File: src/rpcfg_params.svh
/*
 Register offsets, reset values and timing counts for the retry,
 link-session and PHY configuration register slice.
 Assumes a 40 MHz system clock and byte-wide register addressing.
*/
`ifndef RPCFG_PARAMS_SVH
`define RPCFG_PARAMS_SVH

// Register byte offsets
`define RPCFG_OFS_RETRY_COUNT 16'h001B
`define RPCFG_OFS_ECHO_INTERVAL 16'h001C
`define RPCFG_OFS_ECHO_MAGIC 16'h001D
`define RPCFG_OFS_SERVER_HW_FIRST 16'h001E
`define RPCFG_OFS_SERVER_HW_LAST 16'h0023
`define RPCFG_OFS_SESSION_ID_HI 16'h0024
`define RPCFG_OFS_SESSION_ID_LO 16'h0025
`define RPCFG_OFS_MRU_HI 16'h0026
`define RPCFG_OFS_MRU_LO 16'h0027
`define RPCFG_OFS_UNREACHABLE_FLAG_IP_FIRST 16'h0028
`define RPCFG_OFS_UNREACHABLE_FLAG_IP_LAST 16'h002B
`define RPCFG_OFS_UNREACHABLE_FLAG_PORT_HI 16'h002C
`define RPCFG_OFS_UNREACHABLE_FLAG_PORT_LO 16'h002D
`define RPCFG_OFS_PHY_CFG 16'h002E
`define RPCFG_OFS_VERSION 16'h0039
`define RPCFG_OFS_COMMON_FLAGS 16'h0015

// Field positions
`define RPCFG_PHY_RST_BIT 7
`define RPCFG_PHY_SRC_BIT 6
`define RPCFG_PHY_MODE_HI 5
`define RPCFG_PHY_MODE_LO 3
`define RPCFG_PHY_DPX_BIT 2
`define RPCFG_PHY_SPD_BIT 1
`define RPCFG_PHY_LNK_BIT 0
`define RPCFG_UNREACHABLE_FLAG_BIT 6

// Reset values
`define RPCFG_RST_RETRY_COUNT 8'h08
`define RPCFG_RST_ECHO_INTERVAL 8'h28
`define RPCFG_RST_ECHO_MAGIC 8'h00
`define RPCFG_RST_SERVER_HW 48'h000000000000
`define RPCFG_RST_SESSION_ID 16'h0000
`define RPCFG_RST_MRU 16'hFFFF
`define RPCFG_RST_UNREACHABLE_FLAG_IP 32'h00000000
`define RPCFG_RST_UNREACHABLE_FLAG_PORT 16'h0000
`define RPCFG_RST_PHY_RST 1'b1
`define RPCFG_RST_PHY_SRC 1'b0
`define RPCFG_RST_PHY_MODE 3'h7

// Timing: clock period, retry-time unit and echo unit
`define RPCFG_CLK_PERIOD_NS 25
`define RPCFG_RETRY_UNIT_NS 100000
`define RPCFG_TICK_CYCLES (`RPCFG_RETRY_UNIT_NS / `RPCFG_CLK_PERIOD_NS)
`define RPCFG_ECHO_UNIT_MS 25
`define RPCFG_ECHO_UNIT_TICKS (`RPCFG_ECHO_UNIT_MS * 1000000 / `RPCFG_RETRY_UNIT_NS)
`define RPCFG_WAIT_MAX 17'h0FFFF
`define RPCFG_SOCKETS 8

`endif

File: src/rpcfg_pkg.sv
/*
 Types for the retry, link-session and PHY configuration slice.
 Assumes the constants header is on the include path.
*/
`include "rpcfg_params.svh"
package rpcfg_pkg;
  // Whole state of the register slice, registered in one process
  typedef struct packed {
    logic [7:0] retryCount;
    logic [7:0] echoInterval;
    logic [7:0] echoMagicByte;
    logic [47:0] serverHw;
    logic [15:0] sessionId;
    logic [15:0] maxRecvUnit;
    logic [31:0] unreachIp;
    logic [15:0] unreachPort;
    logic unreachFlag;
    logic phyRst;
    logic modeSrc;
    logic [2:0] modeField;
    logic [2:0] phyMode;
    logic [7:0] rdData;
    logic [11:0] tickCnt;
    logic tick;
    logic [15:0] echoSub;
    logic [7:0] echoUnits;
    logic echoPulse;
    logic [`RPCFG_SOCKETS-1:0] active;
    logic [`RPCFG_SOCKETS-1:0] isTcp;
    logic [`RPCFG_SOCKETS-1:0] retx;
    logic [`RPCFG_SOCKETS-1:0] tmo;
    logic [`RPCFG_SOCKETS-1:0][7:0] tries;
    logic [`RPCFG_SOCKETS-1:0][15:0] waitLeft;
    logic [`RPCFG_SOCKETS-1:0][15:0] waitLen;
  } rpcfg_state_type;
endpackage

File: src/rpcfg_regs.sv
/*
 Retry timing engine, link-session echo timer, unreachable capture and
 PHY configuration/status register slice, reached by byte-wide register
 strobes behind the serial host port.
 Assumes the serial frame decoder gives one-cycle read/write strobes,
 socket logic reports starts and answers per socket, and all inputs are
 synchronous to clk.
*/
`timescale 1ns/10ps
`include "rpcfg_params.svh"
module rpcfg_regs
#(
  // Echo unit in 100 us ticks; shorten for simulation
  parameter int ECHO_UNIT_TICKS = `RPCFG_ECHO_UNIT_TICKS,
  // Version code returned by the read-only register; value is arbitrary
  parameter logic [7:0] CHIP_VERSION = 8'h5A
)
(
  input wire logic clk,
  input wire logic rst_n,
  input wire logic [15:0] regAddr,
  input wire logic regWrEn,
  input wire logic [7:0] regWrData,
  input wire logic regRdEn,
  output logic [7:0] regRdData,
  input wire logic [15:0] retryTime,
  input wire logic [`RPCFG_SOCKETS-1:0] sockStart,
  input wire logic [`RPCFG_SOCKETS-1:0] sockIsTcp,
  input wire logic [`RPCFG_SOCKETS-1:0] sockAnswer,
  output logic [`RPCFG_SOCKETS-1:0] sockRetransmit,
  output logic [`RPCFG_SOCKETS-1:0] sockTimeout,
  input wire logic echoEnable,
  output logic echoRequest,
  output logic [31:0] echoMagic,
  output logic [47:0] sessionServerHw,
  output logic [15:0] sessionIdentifier,
  output logic [15:0] sessionMaxRecvUnit,
  input wire logic unreachValid,
  input wire logic [31:0] unreachIpIn,
  input wire logic [15:0] unreachPortIn,
  output logic unreachableFlag,
  input wire logic [2:0] phyModePins,
  input wire logic duplexFlag,
  input wire logic speedFlag,
  input wire logic linkUpFlag,
  output logic phyResetN,
  output logic [2:0] phyMode
);
  ////////////////////////////////////////////////////////////////////////
  // State and helpers
  rpcfg_pkg::rpcfg_state_type state_ff; // Registered state
  rpcfg_pkg::rpcfg_state_type nxt_state; // Next state
  // Offset match for one address, used by the single-offset registers on read and write
  function automatic logic hit(input logic [15:0] a, input logic [15:0] o);
    hit = (a == o);
  endfunction
  // Read-back PHY configuration byte, status bits taken live
  function automatic logic [7:0] phyCfgByte(
    input rpcfg_pkg::rpcfg_state_type s,
    input logic duplex_flag,
    input logic speed_flag,
    input logic link_up_flag);
    phyCfgByte = {s.phyRst, s.modeSrc, s.modeField, duplex_flag, speed_flag, link_up_flag};
  endfunction
  ////////////////////////////////////////////////////////////////////////
  // Next-state logic
  always_comb
  begin
    logic [16:0] doubled;
    logic [15:0] rtmp;
    doubled = 17'h00000;
    rtmp = 16'h0000;
    nxt_state = state_ff;
    // Register writes; read-only offsets are not decoded here
    if (regWrEn)
    begin
      if (hit(regAddr, `RPCFG_OFS_RETRY_COUNT))
      begin
        nxt_state.retryCount = regWrData;
      end
      else if (hit(regAddr, `RPCFG_OFS_ECHO_INTERVAL))
      begin
        nxt_state.echoInterval = regWrData;
      end
      else if (hit(regAddr, `RPCFG_OFS_ECHO_MAGIC))
      begin
        nxt_state.echoMagicByte = regWrData;
      end
      else if (regAddr >= `RPCFG_OFS_SERVER_HW_FIRST &&
               regAddr <= `RPCFG_OFS_SERVER_HW_LAST)
      begin
        // First offset is the most significant byte
        rtmp = `RPCFG_OFS_SERVER_HW_LAST - regAddr;
        nxt_state.serverHw[rtmp[2:0]*8 +: 8] = regWrData;
      end
      else if (hit(regAddr, `RPCFG_OFS_SESSION_ID_HI))
      begin
        nxt_state.sessionId[15:8] = regWrData;
      end
      else if (hit(regAddr, `RPCFG_OFS_SESSION_ID_LO))
      begin
        nxt_state.sessionId[7:0] = regWrData;
      end
      else if (hit(regAddr, `RPCFG_OFS_MRU_HI))
      begin
        nxt_state.maxRecvUnit[15:8] = regWrData;
      end
      else if (hit(regAddr, `RPCFG_OFS_MRU_LO))
      begin
        nxt_state.maxRecvUnit[7:0] = regWrData;
      end
      else if (hit(regAddr, `RPCFG_OFS_PHY_CFG))
      begin
        // Status bits are read-only; writes only reach bits 7..3
        nxt_state.phyRst = regWrData[`RPCFG_PHY_RST_BIT];
        nxt_state.modeSrc = regWrData[`RPCFG_PHY_SRC_BIT];
        nxt_state.modeField =
          regWrData[`RPCFG_PHY_MODE_HI:`RPCFG_PHY_MODE_LO];
      end
      else if (hit(regAddr, `RPCFG_OFS_COMMON_FLAGS))
      begin
        // Write-one clears; a same-cycle event re-sets below
        if (regWrData[`RPCFG_UNREACHABLE_FLAG_BIT])
        begin
          nxt_state.unreachFlag = 1'b0;
        end
      end
      // Version and capture offsets ignore writes
    end
    // Unreachable capture; set wins over a host clear
    if (unreachValid)
    begin
      nxt_state.unreachFlag = 1'b1;
      nxt_state.unreachIp = unreachIpIn;
      nxt_state.unreachPort = unreachPortIn;
    end
    // Effective PHY mode: register field or pins
    nxt_state.phyMode = state_ff.modeSrc ? state_ff.modeField : phyModePins;
    // Register reads, answered one cycle later; unmapped reads give zero
    nxt_state.rdData = 8'h00;
    if (regRdEn)
    begin
      if (hit(regAddr, `RPCFG_OFS_RETRY_COUNT))
      begin
        nxt_state.rdData = state_ff.retryCount;
      end
      else if (hit(regAddr, `RPCFG_OFS_ECHO_INTERVAL))
      begin
        nxt_state.rdData = state_ff.echoInterval;
      end
      else if (hit(regAddr, `RPCFG_OFS_ECHO_MAGIC))
      begin
        nxt_state.rdData = state_ff.echoMagicByte;
      end
      else if (regAddr >= `RPCFG_OFS_SERVER_HW_FIRST &&
               regAddr <= `RPCFG_OFS_SERVER_HW_LAST)
      begin
        rtmp = `RPCFG_OFS_SERVER_HW_LAST - regAddr;
        nxt_state.rdData = state_ff.serverHw[rtmp[2:0]*8 +: 8];
      end
      else if (hit(regAddr, `RPCFG_OFS_SESSION_ID_HI))
      begin
        nxt_state.rdData = state_ff.sessionId[15:8];
      end
      else if (hit(regAddr, `RPCFG_OFS_SESSION_ID_LO))
      begin
        nxt_state.rdData = state_ff.sessionId[7:0];
      end
      else if (hit(regAddr, `RPCFG_OFS_MRU_HI))
      begin
        nxt_state.rdData = state_ff.maxRecvUnit[15:8];
      end
      else if (hit(regAddr, `RPCFG_OFS_MRU_LO))
      begin
        nxt_state.rdData = state_ff.maxRecvUnit[7:0];
      end
      else if (regAddr >= `RPCFG_OFS_UNREACHABLE_FLAG_IP_FIRST &&
               regAddr <= `RPCFG_OFS_UNREACHABLE_FLAG_IP_LAST)
      begin
        rtmp = `RPCFG_OFS_UNREACHABLE_FLAG_IP_LAST - regAddr;
        nxt_state.rdData = state_ff.unreachIp[rtmp[1:0]*8 +: 8];
      end
      else if (hit(regAddr, `RPCFG_OFS_UNREACHABLE_FLAG_PORT_HI))
      begin
        nxt_state.rdData = state_ff.unreachPort[15:8];
      end
      else if (hit(regAddr, `RPCFG_OFS_UNREACHABLE_FLAG_PORT_LO))
      begin
        nxt_state.rdData = state_ff.unreachPort[7:0];
      end
      else if (hit(regAddr, `RPCFG_OFS_PHY_CFG))
      begin
        nxt_state.rdData =
          phyCfgByte(state_ff, duplexFlag, speedFlag, linkUpFlag);
      end
      else if (hit(regAddr, `RPCFG_OFS_VERSION))
      begin
        nxt_state.rdData = CHIP_VERSION;
      end
      else if (hit(regAddr, `RPCFG_OFS_COMMON_FLAGS))
      begin
        nxt_state.rdData = {1'b0, state_ff.unreachFlag, 6'h00};
      end
    end

    // 100 us tick prescaler for all retry waits
    nxt_state.tick = 1'b0;
    if (state_ff.tickCnt == 12'(`RPCFG_TICK_CYCLES - 1))
    begin
      nxt_state.tickCnt = 12'h000;
      nxt_state.tick = 1'b1;
    end
    else
    begin
      nxt_state.tickCnt = state_ff.tickCnt + 12'h001;
    end

    // Echo timer in 25 ms units; an interval of zero sends nothing
    nxt_state.echoPulse = 1'b0;
    if (!echoEnable || state_ff.echoInterval == 8'h00)
    begin
      nxt_state.echoSub = 16'h0000;
      nxt_state.echoUnits = 8'h00;
    end
    else if (state_ff.tick)
    begin
      if (state_ff.echoSub == 16'(ECHO_UNIT_TICKS - 1))
      begin
        nxt_state.echoSub = 16'h0000;
        if (state_ff.echoUnits + 8'h01 >= state_ff.echoInterval)
        begin
          nxt_state.echoUnits = 8'h00;
          nxt_state.echoPulse = 1'b1;
        end
        else
        begin
          nxt_state.echoUnits = state_ff.echoUnits + 8'h01;
        end
      end
      else
      begin
        nxt_state.echoSub = state_ff.echoSub + 16'h0001;
      end
    end

    // Per-socket retry engines; answers take priority over starts
    nxt_state.retx = '0;
    nxt_state.tmo = '0;
    for (int s = 0; s < `RPCFG_SOCKETS; s++)
    begin
      doubled = {state_ff.waitLen[s], 1'b0};
      if (sockAnswer[s])
      begin
        // Valid reply or acknowledgement ends the sequence
        nxt_state.active[s] = 1'b0;
        nxt_state.tries[s] = 8'h00;
      end
      else if (sockStart[s])
      begin
        // First wait is one retry-time period
        nxt_state.active[s] = 1'b1;
        nxt_state.isTcp[s] = sockIsTcp[s];
        nxt_state.tries[s] = 8'h00;
        nxt_state.waitLen[s] = retryTime;
        nxt_state.waitLeft[s] = retryTime;
      end
      else if (state_ff.active[s] && state_ff.tick)
      begin
        if (state_ff.waitLeft[s] <= 16'h0001)
        begin
          if (state_ff.tries[s] == state_ff.retryCount)
          begin
            // retry-count plus one waits spent: final timeout
            nxt_state.tmo[s] = 1'b1;
            nxt_state.active[s] = 1'b0;
            nxt_state.tries[s] = 8'h00;
          end
          else
          begin
            // Temporary timeout: resend and wait again
            nxt_state.retx[s] = 1'b1;
            nxt_state.tries[s] = state_ff.tries[s] + 8'h01;
            if (state_ff.isTcp[s] && doubled <= `RPCFG_WAIT_MAX)
            begin
              // Double until it would pass the cap, then hold
              nxt_state.waitLen[s] = doubled[15:0];
              nxt_state.waitLeft[s] = doubled[15:0];
            end
            else
            begin
              nxt_state.waitLeft[s] = state_ff.waitLen[s];
            end
          end
        end
        else
        begin
          nxt_state.waitLeft[s] = state_ff.waitLeft[s] - 16'h0001;
        end
      end
    end
  end

  ////////////////////////////////////////////////////////////////////////
  // State register, synchronous reset
  always_ff @(posedge clk)
  begin
    if (!rst_n)
    begin
      // Reset values; PHY mode follows pins after reset
      state_ff <= '0;
      state_ff.retryCount <= `RPCFG_RST_RETRY_COUNT;
      state_ff.echoInterval <= `RPCFG_RST_ECHO_INTERVAL;
      state_ff.echoMagicByte <= `RPCFG_RST_ECHO_MAGIC;
      state_ff.serverHw <= `RPCFG_RST_SERVER_HW;
      state_ff.sessionId <= `RPCFG_RST_SESSION_ID;
      state_ff.maxRecvUnit <= `RPCFG_RST_MRU;
      state_ff.unreachIp <= `RPCFG_RST_UNREACHABLE_FLAG_IP;
      state_ff.unreachPort <= `RPCFG_RST_UNREACHABLE_FLAG_PORT;
      state_ff.phyRst <= `RPCFG_RST_PHY_RST;
      state_ff.modeSrc <= `RPCFG_RST_PHY_SRC;
      state_ff.modeField <= `RPCFG_RST_PHY_MODE;
    end
    else
    begin
      state_ff <= nxt_state;
    end
  end

  ////////////////////////////////////////////////////////////////////////
  // Outputs, all from flip-flops
  assign regRdData = state_ff.rdData;
  assign sockRetransmit = state_ff.retx;
  assign sockTimeout = state_ff.tmo;
  assign echoRequest = state_ff.echoPulse;
  assign echoMagic = {4{state_ff.echoMagicByte}};
  assign sessionServerHw = state_ff.serverHw;
  assign sessionIdentifier = state_ff.sessionId;
  assign sessionMaxRecvUnit = state_ff.maxRecvUnit;
  assign unreachableFlag = state_ff.unreachFlag;
  assign phyResetN = state_ff.phyRst;
  // Mode lags a source change by one cycle; harmless as PHY needs reset
  assign phyMode = state_ff.phyMode;
endmodule // rpcfg_regs

File: config.mk
export PLATFORM = sky130hd
export DESIGN_NAME = rpcfg_regs
export DESIGN_NICKNAME = d
export VERILOG_FILES = /design/src/rpcfg_pkg.sv /design/src/rpcfg_regs.sv
export VERILOG_INCLUDE_DIRS = /design/src /design/src/src
export SDC_FILE = /design/constraint.sdc
export NUM_CORES = 2
export LEC_CHECK = 0
export BUFFER_PORTS_ARGS = -buffer_cell sky130_fd_sc_hd__buf_2
export CAP_MARGIN = 40
export CORE_UTILIZATION = 50
export DETAILED_ROUTE_END_ITERATION = 12
export HOLD_SLACK_MARGIN = 0.1
export PLACE_DENSITY = 0.71
export RECOVER_POWER = 100
export SLEW_MARGIN = 20
export SYNTH_ARGS = -nofsm -noshare
export SYNTH_HDL_FRONTEND = slang
export SYNTH_SLANG_ARGS = --single-unit
File: constraint.sdc
create_clock -name clk -period 3.65 [get_ports clk]
set_clock_uncertainty 0.15 [all_clocks]
set_input_delay 0.365 -clock clk [delete_from_list [all_inputs] [get_ports clk]]
set_output_delay 0.365 -clock clk [all_outputs]
set_load 0.05 [all_outputs]
==> impl_metrics.py <==
metrics = {
    "run_status": {
        "status": "complete, but fails checks",
        "violations": "capacitance limit, slew limit",
    },
    "setup_path": {
        "worstPathMaxFanout": 16,
        "cp_num_cells": 8,
        "crit_path_cell_trace": "buf_4 > xor2_1 > nor4_1 > nand2_1 > a31oi_1 > clkbuf_1 > nor3b_1 > a211oi_1",
        "start_kind": "flip-flop",
        "end_kind": "flip-flop",
        "ff2ff_path_depth": 8,
        "critPathMaxStageDelay_ns": 0.76,
        "critPathRequiredTime_ns": 4.03,
        "worst_r2r_endpoint": "state_ff[124]",
        "worstPathArrival_ns": 3.74,
        "crit_slowest_cell": "clkbuf_1",
        "critPathBufInv": 2,
        "r2r-start": "state_ff[557]",
        "r2r_slack_ns": 0.29,
        "cp_top_family": "buffers and inverters",
        "path_class": "reg2reg",
    },
    "floorplan": {
        "core_area_sq_um": 62970,
        "start_util_pct": 50.53,
        "fp-row-count": 92,
        "die_h_um": 254.3,
        "die_w_um": 254.3,
        "num_io_pins": 266,
        "dieArea_sq_um": 64650,
    },
    "synthesis": {
        "synth-edff-count": 0,
        "synthSimpleGateAreaFrac_pct": 21.41,
        "syn_inst": 3937,
        "synth-compound-area-share_pct": 17.29,
        "synth.distinct_cells": 94,
        "yosysSeqAreaShare_pct": 35.17,
        "yosys_warnings": 0,
        "syn_nets": 4102,
        "syn_area_sq_um": 31820,
        "syn_avg_cell_area_sq_um": 8.082,
        "muxShareOfSynthArea_pct": 10.85,
        "synth_top_family_by_area": "simple AND/OR/NAND/NOR gates",
        "ys_ff_latch": 559,
        "synthAdderAreaFrac_pct": 1.612,
        "synth_flop_cell": "dfxtp_1",
        "async_flop_share_pct": 0,
        "synth_xor_area_share_pct": 6.359,
    },
    "route": {
        "via_count": 29750,
        "drt_iter0_drc": 2814,
        "drt-wirelength-per-cell_um": 19.85,
        "dr.pass1.iters": 5,
        "ant_nets": 0,
        "drc": 0,
        "viasPerCell": 5.983,
        "finalWirelength_um": 98710,
    },
    "timing": {
        "period_needed_ns": 3.359,
        "setup_violations": 0,
        "min_period_over_period_pct": 92.04,
        "rsz0062_at_grt": "no",
        "timing.final.hold_violations": 0,
        "drv_slew": 105,
        "fmax_ghz": 0.2977,
        "setup_tns_ns": 0,
        "max_slew_margin_pct": -32.24,
        "worstMarginPinSlew_ns": 1.984,
    },
    "global_route": {
        "grt_max_degree": 98,
        "grt-ovfl-total": 0,
        "grt_pass1_vias": 26970,
        "antenna_found_initial": 4,
        "grt_pass1_wl_um": 151100,
        "grt_usage_pct": 29.38,
    },
    "power_and_ir_drop": {
        "p_sw_uw": 4432,
        "p_leak_uw": 0.01449,
        "p_int_uw": 11350,
        "pwr-share-seq_pct": 41.3,
        "comb_power_share_pct": 16.1,
        "power.total_uw": 15790,
        "cellPowerDensity_nw_per_um2": 440.1,
        "clkPwrFrac_pct": 42.6,
        "peakVddDrop_mv": 0.3618,
        "switching_share_pct": 28.07,
    },
    "clock_network": {
        "cts_max_level": 2,
        "cts_tree": "done",
        "clockBufferDepth": 3,
        "cts_hold_buf": 99,
        "clk_latency_ns": 0.64,
        "clkTransAtPathRegs_ns": 0.06,
        "cts_buffers": 60,
        "root_buffer": "clkbuf_16",
        "cts.sinks": 559,
        "post_cts_buffers": 0,
        "cts_resized": 0,
    },
    "placement": {
        "place_hpwl_um": 66120,
        "post_dp_cell_area_sq_um": 33090,
        "io_buffers": 265,
        "gp_congestion": 1.052,
    },
    "cells_and_area": {
        "fillCellCount": 5844,
        "final_common_cell": "dfxtp_1",
        "drive_above_1_share_pct": 9.314,
        "syn_to_final_growth_pct": 12.73,
        "seq_area_sq_um": 11190,
        "layout_common_cells": "dfxtp_1, nor2_1, nand2_1, mux2i_1, o21ai_0",
        "multi_input_area_sq_um": 18260,
        "fin_area_sq_um": 35870,
        "layout.nets": 4237,
    },
    "hold_path": {
        "hold_path.class": "in2reg",
        "holdCritStartpoint": "sockStart[2]",
        "hold_depth": 4,
        "min_to": "state_ff[165]",
    },
    "run": {
        "cap_viol_max_count": 3,
    },
}
## power groups by stage
| stage | logic (uW) | registers (uW) | clock network, uW |
|---|---|---|---|
| floorplan | 1790 | 6600 | 0 |
| global placement | 2380 | 6650 | 0 |
| detailed placement | 2420 | 6650 | 0 |
| CTS | 2530 | 6520 | 6810 |
| global route | 2770 | 6550 | 7060 |
| finish | 2540 | 6530 | 6720 |
## state kept, by name, summed over array words and instances, names as in the netlist
name	cells
echoMagic	8
echoRequest	1
phyMode	3
phyResetN	1
regRdData	8
sessionIdentifier	16
sessionMaxRecvUnit	16
sessionServerHw	48
sockRetransmit	8
sockTimeout	8
state_ff	441
unreachableFlag	1
## metrics by stage
step	hold slack [ns]	instances	utilization, %	worst slack [ns]
after CTS	0.1007	4968	57.58	0.4365
after global routing	0.1301	4973	56.97	0.1645
after detailed placement	0.3055	4756	52.56	0.4388
after global placement	0.2936	4743	52.28	0.4763
after floorplan	0.2803	3937	-	0.1956
final	0.1462	4973	56.97	0.2905
## routing by layer
layer	routed length, um	up-vias	track usage, %
met2	44730	1183	47.62
met4	4424	0	12.91
li1	-	14190	-
met3	7566	265	4.460
met1	41990	14120	38.62
met5	0	-	0
## cell usage after synthesis (all sizes together), types with 20 or more instances
cell,count,area (sq um)
nand4,54,337.8
and3,30,187.7
o211ai,63,473.0
clkbuf,214,803.3
mux2i,292,2923
nor4,54,365.3
a21oi,216,1085
a211oi,26,200.2
or3,29,181.4
xor2,158,1384
nor2,428,1609
dfxtp,559,11190
inv,73,274.0
nor3b,24,196.4
o21ai,295,1476
xnor2,73,639.4
nand3,147,735.7
or4,31,240.2
o31ai,29,252.7
ha,41,513.0
nand2,423,1588
and2,20,125.1
nand2b,48,300.3
a211o,20,175.2
buf,185,1245
nor3,69,366.6
a31oi,67,431.7
## cell type report
cell class / instances / area share [%]
multi-input cells: 2905 / 50.89
flip-flops and latches: 559 / 31.20
repair buffers: 472 / 8.086
clock buffers: 73 / 4.549
well taps: 846 / 2.951
clock inverters: 40 / 1.500
inverters: 74 / 0.7953
diodes: 4 / 0.02791
## worst reg2reg max path: stages (launching register included)
cell,delay (ns)
dfxtp_1,0.75
buf_4,0.29
xor2_1,0.08
nor4_1,0.27
nand2_1,0.19
a31oi_1,0.39
clkbuf_1,0.76
nor3b_1,0.14
a211oi_1,0.24
## how the worst max path moves through the flow
stage                             start                   end  slack, ns
after floorplan              regAddr[0]  sessionIdentifier[0]       0.20
after global placement       regAddr[8]          regRdData[3]       0.48
after detailed placement     regAddr[8]          regRdData[3]       0.44
after CTS                 state_ff[168]         state_ff[169]       0.44
after global routing      state_ff[557]         state_ff[121]       0.16
final                     state_ff[557]         state_ff[124]       0.29
## cells by family after synthesis
kind of cell,count (synthesis)
xor gates and xnor gates,231
AOI/OAI and AO/OA,880
muxes,323
DFF,559
adders and majority gates,41
and+or+nand+nor,1430
buffers and inverters,473
No activity file was read; power rests on OpenSTA's default activity.
